<file path="config.mk">
export PLATFORM = sky130hd
export DESIGN_NAME = hbf_top
export DESIGN_NICKNAME = d
export VERILOG_FILES = /design/src/hbf_pkg.sv /design/src/hbf_fault_if.sv /design/src/hbf_irq.sv /design/src/hbf_sync.sv /design/src/hbf_top.sv
export SDC_FILE = /design/constraint.sdc
export NUM_CORES = 1
export LEC_CHECK = 0
export BUFFER_PORTS_ARGS = -buffer_cell sky130_fd_sc_hd__clkbuf_2
export CORE_MARGIN = 5
export CORE_UTILIZATION = 40
export DETAILED_ROUTE_END_ITERATION = 10
export PLACE_DENSITY = 0.72
export SYNTH_ARGS = -nofsm -noshare
export SYNTH_HDL_FRONTEND = slang
export SYNTH_HIERARCHICAL = 1
export SYNTH_SLANG_ARGS = --single-unit
</file>
<file path="constraint.sdc">
create_clock -name CLK -period 7 [get_ports CLK]
set_clock_uncertainty 0.2 [all_clocks]
set_input_delay 0.35 -clock CLK [delete_from_list [all_inputs] [get_ports CLK]]
set_output_delay 0.35 -clock CLK [all_outputs]
set_load 0.01 [all_outputs]
</file>
<file path="src/hbf_pkg.sv">
`default_nettype none
// =============================================================
// Constants shared by the half-bridge fault handler
// =============================================================
package hbf_pkg;
    // Register byte offsets
    localparam logic [11:0] ADDR_CTRL      = 12'h000;
    localparam logic [11:0] ADDR_STATUS    = 12'h004;
    localparam logic [11:0] ADDR_IRQ_STAT  = 12'h008;
    localparam logic [11:0] ADDR_IRQ_MASK  = 12'h00c;
    localparam logic [11:0] ADDR_CAUSE     = 12'h010;
    // Control word fields
    localparam int CTRL_EN_LSB     = 0;
    localparam int CTRL_CFG_LSB    = 8;
    localparam int CTRL_UNDERLOAD_SHUTDOWN_CTRL_BIT  = 16;
    localparam int CTRL_OVERVOLTAGE_LOCKOUT_CTRL_BIT   = 17;
    localparam int CTRL_SRR_BIT    = 31;
    // Status word fields
    localparam int ST_TW_BIT       = 0;
    localparam int ST_OCS_BIT      = 1;
    localparam int ST_ULD_BIT      = 2;
    localparam int ST_TSD_BIT      = 3;
    localparam int ST_PSF_BIT      = 14;
    localparam int ST_LOCK_BIT     = 15;
    localparam int ST_LOFF_LSB     = 16;
    localparam int ST_DRV_LSB      = 24;
    // Cause word fields
    localparam int CS_OC_LSB       = 0;
    localparam int CS_ULD_LSB      = 8;
    localparam int CS_TSD_LSB      = 16;
    // Interrupt event bits
    localparam int EV_TW           = 0;
    localparam int EV_OCS          = 1;
    localparam int EV_ULD          = 2;
    localparam int EV_TSD          = 3;
    localparam int EV_PSF          = 4;
    localparam int EV_NUM          = 5;
    // Reset values and limits
    localparam logic [31:0] CTRL_RST  = 32'h0000_0000;
    localparam logic [31:0] MASK_RST  = 32'h0000_0000;
    localparam int          HB_MAX    = 8;
    localparam int          HB_DFLT   = 6;
endpackage
`default_nettype wire

</file>
<file path="src/hbf_fault_if.sv">
`default_nettype none
// =============================================================
// Synchronised fault detector levels
// =============================================================
interface hbf_fault_if #(
    parameter int N = 6
);
    logic [N-1:0] oc;
    logic [N-1:0] underload_flag;
    logic [N-1:0] tsd;
    logic [N-1:0] tw;
    logic         ov;
    logic         uv;
    logic         en;
    modport src (output oc, underload_flag, tsd, tw, ov, uv, en);
    modport dst (input  oc, underload_flag, tsd, tw, ov, uv, en);
endinterface
`default_nettype wire

</file>
<file path="src/hbf_irq.sv">
`default_nettype none
// =============================================================
// Sticky event status, mask and interrupt line
// =============================================================
module hbf_irq
    import hbf_pkg::*;
#(
    parameter int W = 5
) (
    // Clock and reset
    input  wire logic         clk,
    input  wire logic         nrst,
    // Events and register writes
    input  wire logic [W-1:0] event_set,
    input  wire logic         wr_stat,
    input  wire logic         wr_mask,
    input  wire logic [W-1:0] wdata,
    // State
    output logic      [W-1:0] stat,
    output logic      [W-1:0] mask,
    output logic              irq
);
    if (W < 1 || W > 32) begin : g_bad_w
        $error("W out of range");
    end

    logic [W-1:0] stat_r;
    logic [W-1:0] mask_r;
    logic         irq_r;
    logic [W-1:0] stat_nxt;
    logic [W-1:0] mask_nxt;
    logic         irq_nxt;

    // Write one clears, a new event in the same cycle wins
    always_comb begin
        stat_nxt = (stat_r & ~(wr_stat ? wdata : '0)) | event_set;
        mask_nxt = wr_mask ? wdata : mask_r;
        irq_nxt  = |(stat_nxt & mask_nxt);
    end

    always_ff @(posedge clk) begin
        if (!nrst) begin
            stat_r <= '0;
            mask_r <= MASK_RST[W-1:0];
            irq_r  <= 1'b0;
        end else begin
            stat_r <= stat_nxt;
            mask_r <= mask_nxt;
            irq_r  <= irq_nxt;
        end
    end

    assign stat = stat_r;
    assign mask = mask_r;
    assign irq  = irq_r;
endmodule
`default_nettype wire

</file>
<file path="src/hbf_sync.sv">
`default_nettype none
// =============================================================
// Two-stage synchroniser for all detector pins
// =============================================================
module hbf_sync
    import hbf_pkg::*;
#(
    parameter int N = 6
) (
    // Clock and reset
    input  wire logic         clk,
    input  wire logic         nrst,
    // Raw pins
    input  wire logic [N-1:0] oc_raw,
    input  wire logic [N-1:0] uld_raw,
    input  wire logic [N-1:0] tsd_raw,
    input  wire logic [N-1:0] tw_raw,
    input  wire logic         ov_raw,
    input  wire logic         uv_raw,
    input  wire logic         en_raw,
    // Synchronised levels
    hbf_fault_if.src          flt
);
    if (N < 1 || N > HB_MAX) begin : g_bad_n
        $error("N out of range");
    end

    localparam int W = 4 * N + 3;

    logic [W-1:0] st1_r;
    logic [W-1:0] st2_r;
    logic [W-1:0] st1_nxt;
    logic [W-1:0] st2_nxt;

    always_comb begin
        st1_nxt = {oc_raw, uld_raw, tsd_raw, tw_raw, ov_raw, uv_raw, en_raw};
        st2_nxt = st1_r;
    end

    always_ff @(posedge clk) begin
        if (!nrst) begin
            st1_r <= '0;
            st2_r <= '0;
        end else begin
            st1_r <= st1_nxt;
            st2_r <= st2_nxt;
        end
    end

    assign {flt.oc, flt.underload_flag, flt.tsd, flt.tw, flt.ov, flt.uv, flt.en} = st2_r;
endmodule
`default_nettype wire

</file>
<file path="src/hbf_top.sv">
`default_nettype none
module hbf_top
    import hbf_pkg::*;
#(
    parameter int NUM_HB = HB_DFLT
) (
    // Clock and reset
    input  wire logic              CLK,
    input  wire logic              NRST,
    // APB slave
    input  wire logic              PSEL,
    input  wire logic              PENABLE,
    input  wire logic              PWRITE,
    input  wire logic [11:0]       PADDR,
    input  wire logic [31:0]       PWDATA,
    output logic      [31:0]       PRDATA,
    output logic                   PREADY,
    output logic                   PSLVERR,
    // Fault detector pins
    input  wire logic [NUM_HB-1:0] OC_DET,
    input  wire logic [NUM_HB-1:0] ULD_DET,
    input  wire logic [NUM_HB-1:0] TSD_DET,
    input  wire logic [NUM_HB-1:0] TW_DET,
    input  wire logic              OV_DET,
    input  wire logic              UV_DET,
    input  wire logic              EN_PIN,
    // Driver gate commands
    output logic      [NUM_HB-1:0] DRV_HS,
    output logic      [NUM_HB-1:0] DRV_LS,
    // Interrupt
    output logic                   IRQ
);
    // =============================================================
    // Elaboration check
    // =============================================================
    if (NUM_HB < 1 || NUM_HB > HB_MAX) begin : g_bad_num
        $error("NUM_HB out of range");
    end

    localparam int N = NUM_HB;

    // =============================================================
    // Input synchronisation
    // =============================================================
    hbf_fault_if #(.N(N)) flt ();

    hbf_sync #(.N(N)) u_sync (
        .clk     (CLK),
        .nrst    (NRST),
        .oc_raw  (OC_DET),
        .uld_raw (ULD_DET),
        .tsd_raw (TSD_DET),
        .tw_raw  (TW_DET),
        .ov_raw  (OV_DET),
        .uv_raw  (UV_DET),
        .en_raw  (EN_PIN),
        .flt     (flt.src)
    );

    // =============================================================
    // APB access decode
    // =============================================================
    logic        pready_r;
    logic        pready_nxt;
    logic        pslverr_r;
    logic        pslverr_nxt;
    logic [31:0] prdata_r;
    logic [31:0] prdata_nxt;
    logic        acc;
    logic        wr;
    logic        frame;
    logic        status_reset_request;
    logic        wr_irq_stat;
    logic        wr_irq_mask;

    function automatic logic mapped(input logic [11:0] a);
        return a == ADDR_CTRL || a == ADDR_STATUS || a == ADDR_IRQ_STAT
            || a == ADDR_IRQ_MASK || a == ADDR_CAUSE;
    endfunction

    // A write completes only at the edge where pready is sampled high
    always_comb begin
        acc         = PSEL && PENABLE && pready_r;
        wr          = acc && PWRITE && mapped(PADDR);
        frame       = wr && PADDR == ADDR_CTRL;
        status_reset_request         = frame && PWDATA[CTRL_SRR_BIT];
        wr_irq_stat = wr && PADDR == ADDR_IRQ_STAT;
        wr_irq_mask = wr && PADDR == ADDR_IRQ_MASK;
    end

    // =============================================================
    // Fault and drive state
    // =============================================================
    logic [N-1:0] hb_en_r;
    logic [N-1:0] hb_cfg_r;
    logic         underload_shutdown_ctrl_r;
    logic         overvoltage_lockout_ctrl_r;
    logic [N-1:0] loff_r;
    logic [N-1:0] cause_oc_r;
    logic [N-1:0] cause_uld_r;
    logic [N-1:0] cause_tsd_r;
    logic         ocs_flag_r;
    logic         uld_flag_r;
    logic         tsd_flag_r;
    logic         tw_flag_r;
    logic         psf_flag_r;
    logic         lock_r;
    logic [N-1:0] drv_hs_r;
    logic [N-1:0] drv_ls_r;

    logic [N-1:0] hb_en_nxt;
    logic [N-1:0] hb_cfg_nxt;
    logic         underload_shutdown_ctrl_nxt;
    logic         overvoltage_lockout_ctrl_nxt;
    logic [N-1:0] loff_nxt;
    logic [N-1:0] cause_oc_nxt;
    logic [N-1:0] cause_uld_nxt;
    logic [N-1:0] cause_tsd_nxt;
    logic         ocs_flag_nxt;
    logic         uld_flag_nxt;
    logic         tsd_flag_nxt;
    logic         tw_flag_nxt;
    logic         psf_flag_nxt;
    logic         lock_nxt;
    logic [N-1:0] drv_hs_nxt;
    logic [N-1:0] drv_ls_nxt;
    logic [N-1:0] loff_set;
    logic         clr;
    logic [EV_NUM-1:0] ev;

    always_comb begin
        // Clear by reset request, or while the enable pin is held low
        clr = status_reset_request || !flt.en;

        // Per-bridge latch-off causes; a set beats a clear
        loff_set      = flt.oc | (flt.underload_flag & {N{underload_shutdown_ctrl_r}}) | flt.tsd;
        loff_nxt      = (clr ? '0 : loff_r) | loff_set;
        cause_oc_nxt  = (clr ? '0 : cause_oc_r) | flt.oc;
        cause_uld_nxt = (clr ? '0 : cause_uld_r) | (flt.underload_flag & {N{underload_shutdown_ctrl_r}});
        cause_tsd_nxt = (clr ? '0 : cause_tsd_r) | flt.tsd;

        // Latched flags; thermal clears only once below the shutdown level
        ocs_flag_nxt = (ocs_flag_r && !clr) || |flt.oc;
        uld_flag_nxt = (uld_flag_r && !clr) || |flt.underload_flag;
        tsd_flag_nxt = (tsd_flag_r && !clr) || |flt.tsd;

        // Self-clearing flags follow the detectors
        tw_flag_nxt  = |flt.tw;
        psf_flag_nxt = flt.uv || flt.ov;

        // Configuration; a latched bridge keeps zero until cleared
        hb_en_nxt  = frame ? PWDATA[CTRL_EN_LSB +: N] : hb_en_r;
        hb_cfg_nxt = frame ? PWDATA[CTRL_CFG_LSB +: N] : hb_cfg_r;
        hb_en_nxt  = hb_en_nxt & ~loff_nxt;
        hb_cfg_nxt = hb_cfg_nxt & ~loff_nxt;
        underload_shutdown_ctrl_nxt  = frame ? PWDATA[CTRL_UNDERLOAD_SHUTDOWN_CTRL_BIT] : underload_shutdown_ctrl_r;
        overvoltage_lockout_ctrl_nxt   = frame ? PWDATA[CTRL_OVERVOLTAGE_LOCKOUT_CTRL_BIT] : overvoltage_lockout_ctrl_r;

        // Lockout floats every output but leaves the configuration alone
        lock_nxt = flt.uv || (flt.ov && overvoltage_lockout_ctrl_r) || !flt.en;

        // Drive follows stored state once the lockout goes away
        drv_hs_nxt = lock_nxt ? '0 : hb_en_nxt & hb_cfg_nxt;
        drv_ls_nxt = lock_nxt ? '0 : hb_en_nxt & ~hb_cfg_nxt;

        // Interrupt events on rising flags
        ev         = '0;
        ev[EV_TW]  = tw_flag_nxt && !tw_flag_r;
        ev[EV_OCS] = ocs_flag_nxt && !ocs_flag_r;
        ev[EV_ULD] = uld_flag_nxt && !uld_flag_r;
        ev[EV_TSD] = tsd_flag_nxt && !tsd_flag_r;
        ev[EV_PSF] = psf_flag_nxt && !psf_flag_r;
    end

    always_ff @(posedge CLK) begin
        if (!NRST) begin
            hb_en_r     <= '0;
            hb_cfg_r    <= '0;
            underload_shutdown_ctrl_r     <= CTRL_RST[CTRL_UNDERLOAD_SHUTDOWN_CTRL_BIT];
            overvoltage_lockout_ctrl_r      <= CTRL_RST[CTRL_OVERVOLTAGE_LOCKOUT_CTRL_BIT];
            loff_r      <= '0;
            cause_oc_r  <= '0;
            cause_uld_r <= '0;
            cause_tsd_r <= '0;
            ocs_flag_r  <= 1'b0;
            uld_flag_r  <= 1'b0;
            tsd_flag_r  <= 1'b0;
            tw_flag_r   <= 1'b0;
            psf_flag_r  <= 1'b0;
            lock_r      <= 1'b1;
            drv_hs_r    <= '0;
            drv_ls_r    <= '0;
        end else begin
            hb_en_r     <= hb_en_nxt;
            hb_cfg_r    <= hb_cfg_nxt;
            underload_shutdown_ctrl_r     <= underload_shutdown_ctrl_nxt;
            overvoltage_lockout_ctrl_r      <= overvoltage_lockout_ctrl_nxt;
            loff_r      <= loff_nxt;
            cause_oc_r  <= cause_oc_nxt;
            cause_uld_r <= cause_uld_nxt;
            cause_tsd_r <= cause_tsd_nxt;
            ocs_flag_r  <= ocs_flag_nxt;
            uld_flag_r  <= uld_flag_nxt;
            tsd_flag_r  <= tsd_flag_nxt;
            tw_flag_r   <= tw_flag_nxt;
            psf_flag_r  <= psf_flag_nxt;
            lock_r      <= lock_nxt;
            drv_hs_r    <= drv_hs_nxt;
            drv_ls_r    <= drv_ls_nxt;
        end
    end

    // =============================================================
    // Interrupt block
    // =============================================================
    logic [EV_NUM-1:0] irq_stat;
    logic [EV_NUM-1:0] irq_mask;
    logic              irq_w;

    hbf_irq #(.W(EV_NUM)) u_irq (
        .clk       (CLK),
        .nrst      (NRST),
        .event_set (ev),
        .wr_stat   (wr_irq_stat),
        .wr_mask   (wr_irq_mask),
        .wdata     (PWDATA[EV_NUM-1:0]),
        .stat      (irq_stat),
        .mask      (irq_mask),
        .irq       (irq_w)
    );

    // =============================================================
    // Read mux and APB answer
    // =============================================================
    logic [31:0] rd_word;

    always_comb begin
        rd_word = '0;
        case (PADDR)
            ADDR_CTRL: begin
                rd_word[CTRL_EN_LSB +: N]  = hb_en_r;
                rd_word[CTRL_CFG_LSB +: N] = hb_cfg_r;
                rd_word[CTRL_UNDERLOAD_SHUTDOWN_CTRL_BIT]    = underload_shutdown_ctrl_r;
                rd_word[CTRL_OVERVOLTAGE_LOCKOUT_CTRL_BIT]     = overvoltage_lockout_ctrl_r;
            end
            ADDR_STATUS: begin
                rd_word[ST_TW_BIT]         = tw_flag_r;
                rd_word[ST_OCS_BIT]        = ocs_flag_r;
                rd_word[ST_ULD_BIT]        = uld_flag_r;
                rd_word[ST_TSD_BIT]        = tsd_flag_r;
                rd_word[ST_PSF_BIT]        = psf_flag_r;
                rd_word[ST_LOCK_BIT]       = lock_r;
                rd_word[ST_LOFF_LSB +: N]  = loff_r;
                rd_word[ST_DRV_LSB +: N]   = drv_hs_r | drv_ls_r;
            end
            ADDR_IRQ_STAT: rd_word[EV_NUM-1:0] = irq_stat;
            ADDR_IRQ_MASK: rd_word[EV_NUM-1:0] = irq_mask;
            ADDR_CAUSE: begin
                rd_word[CS_OC_LSB +: N]    = cause_oc_r;
                rd_word[CS_ULD_LSB +: N]   = cause_uld_r;
                rd_word[CS_TSD_LSB +: N]   = cause_tsd_r;
            end
            default: rd_word = '0;
        endcase
    end

    // Answer is ready in the first access cycle, no wait states
    always_comb begin
        pready_nxt  = PSEL && !PENABLE;
        pslverr_nxt = PSEL && !PENABLE && !mapped(PADDR);
        prdata_nxt  = (PSEL && !PENABLE && !PWRITE) ? rd_word : prdata_r;
    end

    always_ff @(posedge CLK) begin
        if (!NRST) begin
            pready_r  <= 1'b0;
            pslverr_r <= 1'b0;
            prdata_r  <= '0;
        end else begin
            pready_r  <= pready_nxt;
            pslverr_r <= pslverr_nxt;
            prdata_r  <= prdata_nxt;
        end
    end

    // =============================================================
    // Outputs
    // =============================================================
    assign PRDATA  = prdata_r;
    assign PREADY  = pready_r;
    assign PSLVERR = pslverr_r;
    assign DRV_HS  = drv_hs_r;
    assign DRV_LS  = drv_ls_r;
    assign IRQ     = irq_w;
endmodule
`default_nettype wire

</file>
; Yosys cells after proc, flatten, opt, wreduce, memory -nomap -nowiden
; Cells that the tools add are included.
[totals]
wordCells = 111
in_bits = 76
out_inout_bits = 47
reg_bits = 149
[classes]
n_eq_ne = 4
n_mux = 16
n_bitwise = 19
n_reduce_logical = 48
[ops]
columns = operator, count
row1 = 6-bit 2-to-1 mux, 7
row2 = 6-bit OR, 7
row3 = 6-bit bitwise AND, 5
row4 = "12-bit by 4-bit equality test with 1-bit output, second input constant", 2
row5 = 6-bit OR reduction, 4
row6 = 1-bit logical AND, 20
row7 = 4-bit one-hot mux with 5 select lines, 1
row8 = "12-bit by 3-bit equality test with 1-bit output, second input constant", 1
row9 = "12-bit by 5-bit equality test with 1-bit output, second input constant", 1
row10 = 12-bit zero test, 1
row11 = 6-bit inverter, 2
row12 = 6-bit one-hot mux with 2 select lines, 1
row13 = 1-bit logical OR, 11
row14 = 5-bit bitwise AND, 2
row15 = 1-bit zero test, 10
row16 = 5-bit 2-to-1 mux, 2
row17 = 4-bit one-hot mux with 2 select lines, 1
row18 = 2-bit one-hot mux with 3 select lines, 1
row19 = 5-bit inverter, 1
row20 = 5-bit OR, 1
row21 = 5-bit OR reduction, 1
row22 = 1-bit one-hot mux with 4 select lines, 1
row23 = 2-bit 2-to-1 mux, 1
row24 = 1-bit one-hot mux with 2 select lines, 1
row25 = other kinds (2), 2

; Depth between registers and ports, before layout
; Gate-level depths: netlist of the first run.
[depth]
ltp_word = 16
depth_mapped = 10

; By module
; The synthesis of the first run kept the hierarchy.
[by_module_without_submodules]
columns = module, seq_area_each_um2, instances, area_each_um2, cells_each
row1 = hbf_top, 1681.6, 1, 3920.0, 463
row2 = hbf_sync, 1081.0, 1, 1511.4, 113
row3 = hbf_irq, 220.2, 1, 432.9, 42

; Worst setup path after synthesis of the first run
; Ideal clock, no wire load.
[synth_timing]
kind = input to register
start = input port PADDR[9]
end = register u_irq.irq_r, in the netlist u_irq/irq
setup_time_ps = 120
setup_slack_ps = 4099
cell_stages = 10
n_path_buf = 2
arrival_time_ps = 2582
cell_sequence = or4_4 > buf_6 > nor3_1 > clkbuf_1 > nand3_1 > nor2_1 > nand2_1 > a21oi_2 > o22ai_1 > o31a_1
[synth_between]
word_cells_on_any_way = 32
classes_between = 4 x eq/ne / 2 x mux / 4 x bitwise / 22 x reduce/logical
[synth_lines]
columns = element, line
row1 = start: declaration, hbf_top.sv:14  ; input wire logic [11:0] PADDR,
row2 = 12-bit by 3-bit equality test with 1-bit output or 12-bit zero test (tied branches), hbf_top.sv:77  ; return a == ADDR_CTRL || a == ADDR_STATUS || a == ADDR_IRQ_STAT
row3 = 1-bit logical OR (2 in series), hbf_top.sv:77
row4 = 1-bit logical OR (2 in series), hbf_top.sv:78  ; || a == ADDR_IRQ_MASK || a == ADDR_CAUSE;
row5 = 1-bit logical AND, hbf_top.sv:84  ; wr = acc && PWRITE && mapped(PADDR);
row6 = 1-bit logical AND *, hbf_top.sv:87  ; wr_irq_stat = wr && PADDR == ADDR_IRQ_STAT;
row7 = net wr_irq_stat, hbf_top.sv:73  ; logic wr_irq_stat;
row8 = 5-bit 2-to-1 mux *, hbf_irq.sv:36  ; stat_nxt = (stat_r & ~(wr_stat ? wdata : '0)) | event_set;
row9 = 5-bit inverter *, hbf_irq.sv:36
row10 = 5-bit bitwise AND *, hbf_irq.sv:36
row11 = 5-bit OR *, hbf_irq.sv:36
row12 = 5-bit bitwise AND *, hbf_irq.sv:38  ; irq_nxt = |(stat_nxt & mask_nxt);
row13 = 5-bit OR reduction *, hbf_irq.sv:38
row14 = end signal: assignment, hbf_irq.sv:49  ; irq_r <= irq_nxt;
row15 = end: declaration, hbf_irq.sv:29  ; logic irq_r;
; The timed path passes the listed nets; every way through them passes the cells marked *.
; A chain may end at the register's enable or synchronous reset.

; Worst setup path in the final report of the first run
[layout_timing]
start = input port PADDR[4]
end = register u_irq.irq_r, in the netlist u_irq/irq
[layout_between]
word_cells_on_any_way = 32
classes_between = 4 x eq/ne / 2 x mux / 4 x bitwise / 22 x reduce/logical
[layout_lines]
columns = element, line
row1 = 12-bit by 3-bit equality test with 1-bit output or 12-bit zero test (tied branches), hbf_top.sv:77
row2 = 1-bit logical OR (2 in series), hbf_top.sv:77
row3 = 1-bit logical OR (2 in series), hbf_top.sv:78
row4 = 1-bit logical AND, hbf_top.sv:84
row5 = 1-bit logical AND *, hbf_top.sv:88  ; wr_irq_mask = wr && PADDR == ADDR_IRQ_MASK;
row6 = net wr_irq_mask, hbf_top.sv:74  ; logic wr_irq_mask;
row7 = 5-bit 2-to-1 mux *, hbf_irq.sv:37  ; mask_nxt = wr_mask ? wdata : mask_r;
row8 = 5-bit bitwise AND *, hbf_irq.sv:38
row9 = 5-bit OR reduction *, hbf_irq.sv:38
; Marked as above.

==> metrics.md, run 1 <==
| Metric | Value |
|---|---|
| Outcome | `completed` |
| Number of global-route vias before repair | `4588` |
| Final worst-path cycle share | `44.6%` |
| Flop pwr share | `46.4%` |
| Final Slew Violations | `0` |
| Final instance area | `7350 um^2` |
| Initial antenna violation count | `0` |
| Max capacitance violation total | `0` |
| # nets final | `802` |
| Reg clk slew, reported paths | `0.06 ns` |
| Critical path buffers and inverters | `2` |
| HP Class | `input pin to register` |
| CP max-delay cell | `or4_1` |
| Number of buffers on the longest clock path | `2` |
| Top FF cell, synth | `dfxtp_1` |
| Flops & latches, synth | `149` |
| Die height | `131 um` |
| Skew-Pair Late Insertion Delay | `0.42 ns` |
| Critical-path cell list | `clkbuf_2, or4_1, nor3_2, buf_4, nand3_1, nor2_1, mux2i_1, o22ai_1, o31a_1` |
| Maximum level of the CTS H-tree | `4` |
| Post-synthesis cell count | `618` |
| RSZ-0062 raised after global routing | `no` |
| Psw | `0.426 mW` |
| Synth area leaders | `dfxtp_1, and2_2, a21oi_1` |
| Core Region | `14500 um^2` |
| Vias | `4861` |
| Most frequent cells in the layout | `dfxtp_1, clkbuf_2, and2_2` |
| Diode count | `0` |
| DRC Markers | `0` |
| Final Util | `50.7%` |
| Mean post-synth cell area | `9.49 um^2` |
| DRT antenna net count | `0` |
| Die Width | `131 um` |
| Highest Clock Rate | `320 MHz` |
| Wirelength per Cell | `16.5 um` |
| Root buffer cell | `clkbuf_16` |
| PwrDens | `261 nW/um^2` |
| Clock power frac | `47.2%` |
| Worst Tran Pin Value | `1.04 ns` |
| Clock Sinks | `149` |
| Layout cells sized above 1 | `29.4%` |
| TritonCTS clock tree | `done` |
| Minimum clock period | `3.12 ns` |
| Drt total wl | `15200 um` |
| Synthesis-to-layout area growth | `25.3%` |
| Routability cong. | `0.831` |
| Setup Buffers After CTS | `0` |
| Hold Vio Cnt, Final | `0` |
| Core Rows | `44` |
| Synth async-reset ratio | `0%` |
| Cts bufs inserted | `17` |
| Largest net degree at the start of global routing | `93` |
| Ports | `123` |
| Pleak | `2.84 nW` |
| Post-synth top area share | `50.9%` |
| Total Routing Usage GR | `17.9%` |
| Sw frac | `22.3%` |
| Netlist cell types | `48` |
| Comb pwr share | `6.4%` |
| CP Max Fanout | `32` |
| GRT overflow | `0` |
| DIE AREA | `17200 um^2` |
| CP endpoint kind | `register` |
| Vias/cell | `5.27` |
| Post-synth EDFFs | `0` |
| Crit. Startpoint | `PADDR[4]` |
| Max rail drop VDD | `0.231 mV` |
| Hold_sp | `PWDATA[11]` |
| DP Area | `6400 um^2` |
| DR pass1 iterations | `5` |
| CP Class | `input pin to register` |
| CP delay by family, top | `simple AND/OR/NAND/NOR gates` |
| Commonest non-fill, non-tap cell in the layout | `dfxtp_1` |
| RR Startpoint | `PREADY$_SDFF_PN0_` |
| Final setup viols | `0` |
| Seq/Total Area, Yosys | `50.9%` |
| Worst EP arrival | `3.23 ns` |
| Max-Slew Margin vs Limit | `30.5%` |
| Synth Warn # | `6` |
| Setup TNS | `0 ns` |
| CP Launch Type | `input pin` |
| Initial Util | `40.5%` |
| Required @ worst endpoint | `7.11 ns` |
| Dpl hpwl | `10200 um` |
| Crit-path max cell delay | `0.68 ns` |
| Initial DRC Count | `411` |
| Syn Std Cell Area | `5860 um^2` |
| Synth area leader | `dfxtp_1` |
| Worst hold slack | `0.0164 ns` |
| # port buffers | `99` |
| P_int | `1.49 mW` |
| First-pass GRT wire length | `23800 um` |
-- state kept, by name, summed over array words and instances, names as in the netlist, 5 cells and up --
name and count:
cause_uld_r 6, PRDATA 26, loff_r 6, cause_tsd_r 6
hb_cfg_r 6, DRV_HS 6, u_sync/st1_r 27, hb_en_r 6
cause_oc_r 6, DRV_LS 6, u_irq/stat 5, u_sync/st2_r 27
u_irq/mask 5
-- worst paths after layout --
| check | end | cells after the start | slack, ns |
|---|---|---|---|
| max | u_irq/irq$_SDFF_PN0_ | 9 | 3.88 |
| min reg2reg | u_sync/st2_r[4]$_SDFF_PN0_ | 1 | 0.24 |
| min | DRV_HS[3]$_SDFF_PP0_ | 3 | 0.02 |
| max reg2reg | u_irq/irq$_SDFF_PN0_ | 6 | 4.57 |
-- power groups by stage --
| stage | registers [mW] | clock network [mW] | logic (mW) |
|---|---|---|---|
| 2_1_floorplan | 0.903 | 0 | 0.0674 |
| 3_3_place_gp | 0.905 | 0 | 0.104 |
| 3_5_place_dp | 0.906 | 0 | 0.105 |
| 4_1_cts | 0.888 | 0.915 | 0.121 |
| 5_1_grt | 0.890 | 0.953 | 0.134 |
| 6_report | 0.888 | 0.904 | 0.122 |
-- logic make-up (layout without fill, tap and decap cells) --
logic type / after synthesis / in the layout / synth area share [%]
flip-flops: 149 / 149 / 50.9
AND/OR/NAND/NOR: 208 / 208 / 21.3
AO/OA/AOI/OAI: 169 / 169 / 17.9
other: 1 / 6 / 0.0639
buffers and inverters: 71 / 187 / 5.42
multiplexers: 20 / 20 / 4.50
-- area by class of cell --
cell class / count / area [um^2]
clock buffers: 22 / 474
clock inverters: 10 / 120
fillers: 1304 / 7130
inverters: 15 / 56.3
multi-input cells: 403 / 2590
flip-flops and latches: 149 / 2980
well taps: 184 / 230
repair buffers: 140 / 891
-- cell usage after synthesis, types with 2 or more instances --
master,n
nand4b_1,7
o21ai_1,4
nor2b_1,10
nand2b_1,3
inv_1,14
or4_4,2
a22oi_1,2
or3_1,2
o21a_1,6
and2_2,54
a21oi_2,2
nand2_1,40
buf_6,3
a21oi_1,48
a211oi_1,29
a31oi_1,6
and2b_1,5
mux2_2,11
nand3_1,41
o22ai_1,2
mux4_2,4
buf_1,4
clkbuf_2,5
buf_4,6
mux2i_1,5
clkbuf_1,38
nor2_1,13
nor3b_1,2
nand4_1,8
o21ai_0,39
o211ai_1,27
and2_1,6
or4_1,2
dfxtp_1,149
and3_1,2
nor3_1,5
-- routing by layer --
| metal | part of all wire, % | GRT usage (%) | wire [um] | up-vias |
|---|---|---|---|---|
| met1 | 44 | 23.3 | 6680 | 2277 |
| met5 | 0 | 0 | 0 | - |
| met3 | 8.2 | 6.00 | 1250 | 21 |
| li1 | - | - | - | 2395 |
| met4 | 1.5 | 5.08 | 222 | 0 |
| met2 | 46 | 28.4 | 7040 | 168 |
-- what timing repair did --
item	in CTS	in global routing
endpoints found under the hold margin	36	0
gates resized for setup	0	0
hold buffers	35	0
-- through the flow --
| stage | power [mW] | worst slack (ns) | instances |
|---|---|---|---|
| 2_1_floorplan | 0.971 | 4.10 | 623 |
| 5_1_grt | 1.98 | 3.69 | 923 |
| 6_report | 1.91 | 3.88 | 923 |
| 3_3_place_gp | 1.01 | 3.60 | 856 |
| 3_5_place_dp | 1.01 | 3.50 | 856 |
| 4_1_cts | 1.92 | 3.91 | 923 |
-- worst reg2reg max path: stages, from the launching register on --
cell and delay [ns]:
dfxtp_1 0.32, and4_1 0.41, nand3_1 0.17, nor2_1 0.46, mux2i_1 0.34, o22ai_1 0.14
o31a_1 0.29
Note: power is estimated with default switching activity, not from simulation.
==> run 2: changes to the inputs <==
- PLACE_DENSITY: 0.72 -> 0.75
- clock period: 7 -> 2.6 ns (I/O delays scaled with it)
==> metrics.md, run 2 (same netlist as run 1, synthesis figures left out) <==
| Metric | Value |
|---|---|
| Clock Sinks | `149` |
| Total power | `5.19 mW` |
| Worst EP arrival | `2.32 ns` |
| Number of buffers on the longest clock path | `2` |
| CP Launch Type | `input pin` |
| Total Routing Usage GR | `18.3%` |
| Core Rows | `44` |
| Place WS | `0.121 ns` |
| GRT overflow | `0` |
| DP Area | `6500 um^2` |
| Final worst-path cycle share | `84.7%` |
| Hold_sp | `PWRITE` |
| Commonest non-fill, non-tap cell in the layout | `dfxtp_1` |
| Vias/cell | `5.29` |
| Final setup viols | `0` |
| Worst Tran Pin Value | `0.670 ns` |
| CP Class | `input pin to register` |
| Setup TNS | `0 ns` |
| Initial DRC Count | `431` |
| Skew-Pair Late Insertion Delay | `0.42 ns` |
| Setup Buffers After CTS | `0` |
| Final Util | `52.0%` |
| DIE AREA | `17200 um^2` |
| Diode count | `0` |
| Highest Clock Rate | `454 MHz` |
| Critical path buffers and inverters | `2` |
| RSZ-0062 raised after global routing | `no` |
| Critical-path cell list | `dlygate4sd3_1, clkbuf_2, and4_1, nand3_1, nor2_1, nand2_1, a21oi_2, o22ai_1, o31a_1` |
| DR pass1 iterations | `7` |
| Final Slew Violations | `0` |
| Crit-path max cell delay | `0.52 ns` |
| Reg clk slew, reported paths | `0.06 ns` |
| CTS resizes | `0` |
| Max-Slew Margin vs Limit | `55.1%` |
| Final std cells w/o fill | `944` |
| Worst hold slack | `0.0229 ns` |
| # nets final | `823` |
| Max capacitance violation total | `0` |
| HP Class | `input pin to register` |
| Vias | `4991` |
| Die Width | `131 um` |
| CP max-delay cell | `dlygate4sd3_1` |
| Pleak | `2.94 nW` |
| PwrDens | `689 nW/um^2` |
| Required @ worst endpoint | `2.72 ns` |
| Initial antenna violation count | `0` |
| Worst Slack Setup Final | `0.397 ns` |
| Largest net degree at the start of global routing | `70` |
| Hold Vio Cnt, Final | `0` |
| First-pass GRT wire length | `24300 um` |
| Minimum clock period | `2.20 ns` |
| Dpl hpwl | `10400 um` |
| Maximum level of the CTS H-tree | `4` |
| TritonCTS clock tree | `done` |
| Final instance area | `7530 um^2` |
| Layout cells sized above 1 | `30.5%` |
| Core Region | `14500 um^2` |
| DRT antenna net count | `0` |
| Ports | `123` |
| Most frequent cells in the layout | `dfxtp_1, clkbuf_2, and2_2` |
| Wirelength per Cell | `16.3 um` |
| CP endpoint kind | `register` |
| Placed Instances | `869` |
| RR Startpoint | `PREADY$_SDFF_PN0_` |
| CP Max Fanout | `5` |
| Routability cong. | `0.850` |
| Crit. Startpoint | `PENABLE` |
| Max rail drop VDD | `0.499 mV` |
| CP delay by family, top | `simple AND/OR/NAND/NOR gates` |
| Root buffer cell | `clkbuf_16` |
| Outcome | `completed` |
| DRC Markers | `0` |
| Drt total wl | `15300 um` |
| # port buffers | `99` |
| Die height | `131 um` |
| Initial Util | `40.5%` |
| Number of global-route vias before repair | `4742` |
| Cts bufs inserted | `17` |
| Synthesis-to-layout area growth | `28.4%` |
## run 2: changes by cell type in the layout (fill, tap and decap cells not counted), sizes merged
| cell | delta |
|---|---|
| buf | +13 |
| dlygate4sd3 | +8 |
| clkbuf | -3 |
| clkinv | +3 |
| clkinvlp | -1 |
| inv | +1 |
## run 2: power breakdown
| part | switching [mW] | internal [mW] |
|---|---|---|
| clock | 0.983 | 1.48 |
| sequential | 0.0361 | 2.36 |
| combinational | 0.173 | 0.167 |
## run 2: area by class of cell
type / count / area, um^2
Clock buffer: 19 / 453
Clock inverter: 13 / 148
Fill cell: 1309 / 6950
Inverter: 15 / 56.3
Multi-Input combinational cell: 403 / 2590
Sequential cell: 149 / 2980
Tap cell: 184 / 230
Timing Repair Buffer: 161 / 1070
## run 2: what timing repair did
action / 4_1_cts / 5_1_grt
hold buffers: 43 / 0
setup endpoints to repair: 0 / 0
endpoints found under the hold margin: 64 / 0
## run 2: worst reg2reg max path, stage by stage (launching register included)
cell and delay, ns:
dfxtp_1 0.32, and4_1 0.33, nand3_1 0.18, nor2_1 0.33, nand2_1 0.11, a21oi_2 0.21
o22ai_1 0.11, o31a_1 0.28
## run 2: per-layer routing
metal | vias to the layer above | track usage, % | routed length (um) | share of wire (%)
met2 | 204 | 29.3 | 7040 | 46
met1 | 2329 | 23.9 | 6650 | 43
met3 | 22 | 5.06 | 1330 | 8.6
met5 | - | 0 | 0 | 0
met4 | 0 | 6.23 | 330 | 2.1
li1 | 2436 | - | - | -
## run 2: final timing paths
check	endpoint	slack [ns]	depth (start not counted)
setup / recovery	u_irq/irq$_SDFF_PN0_	0.40	9
hold / removal	PRDATA[16]$_SDFFE_PN0P_	0.02	5
setup reg to reg	u_irq/irq$_SDFF_PN0_	0.43	7
hold reg to reg	u_sync/st2_r[2]$_SDFF_PN0_	0.25	1
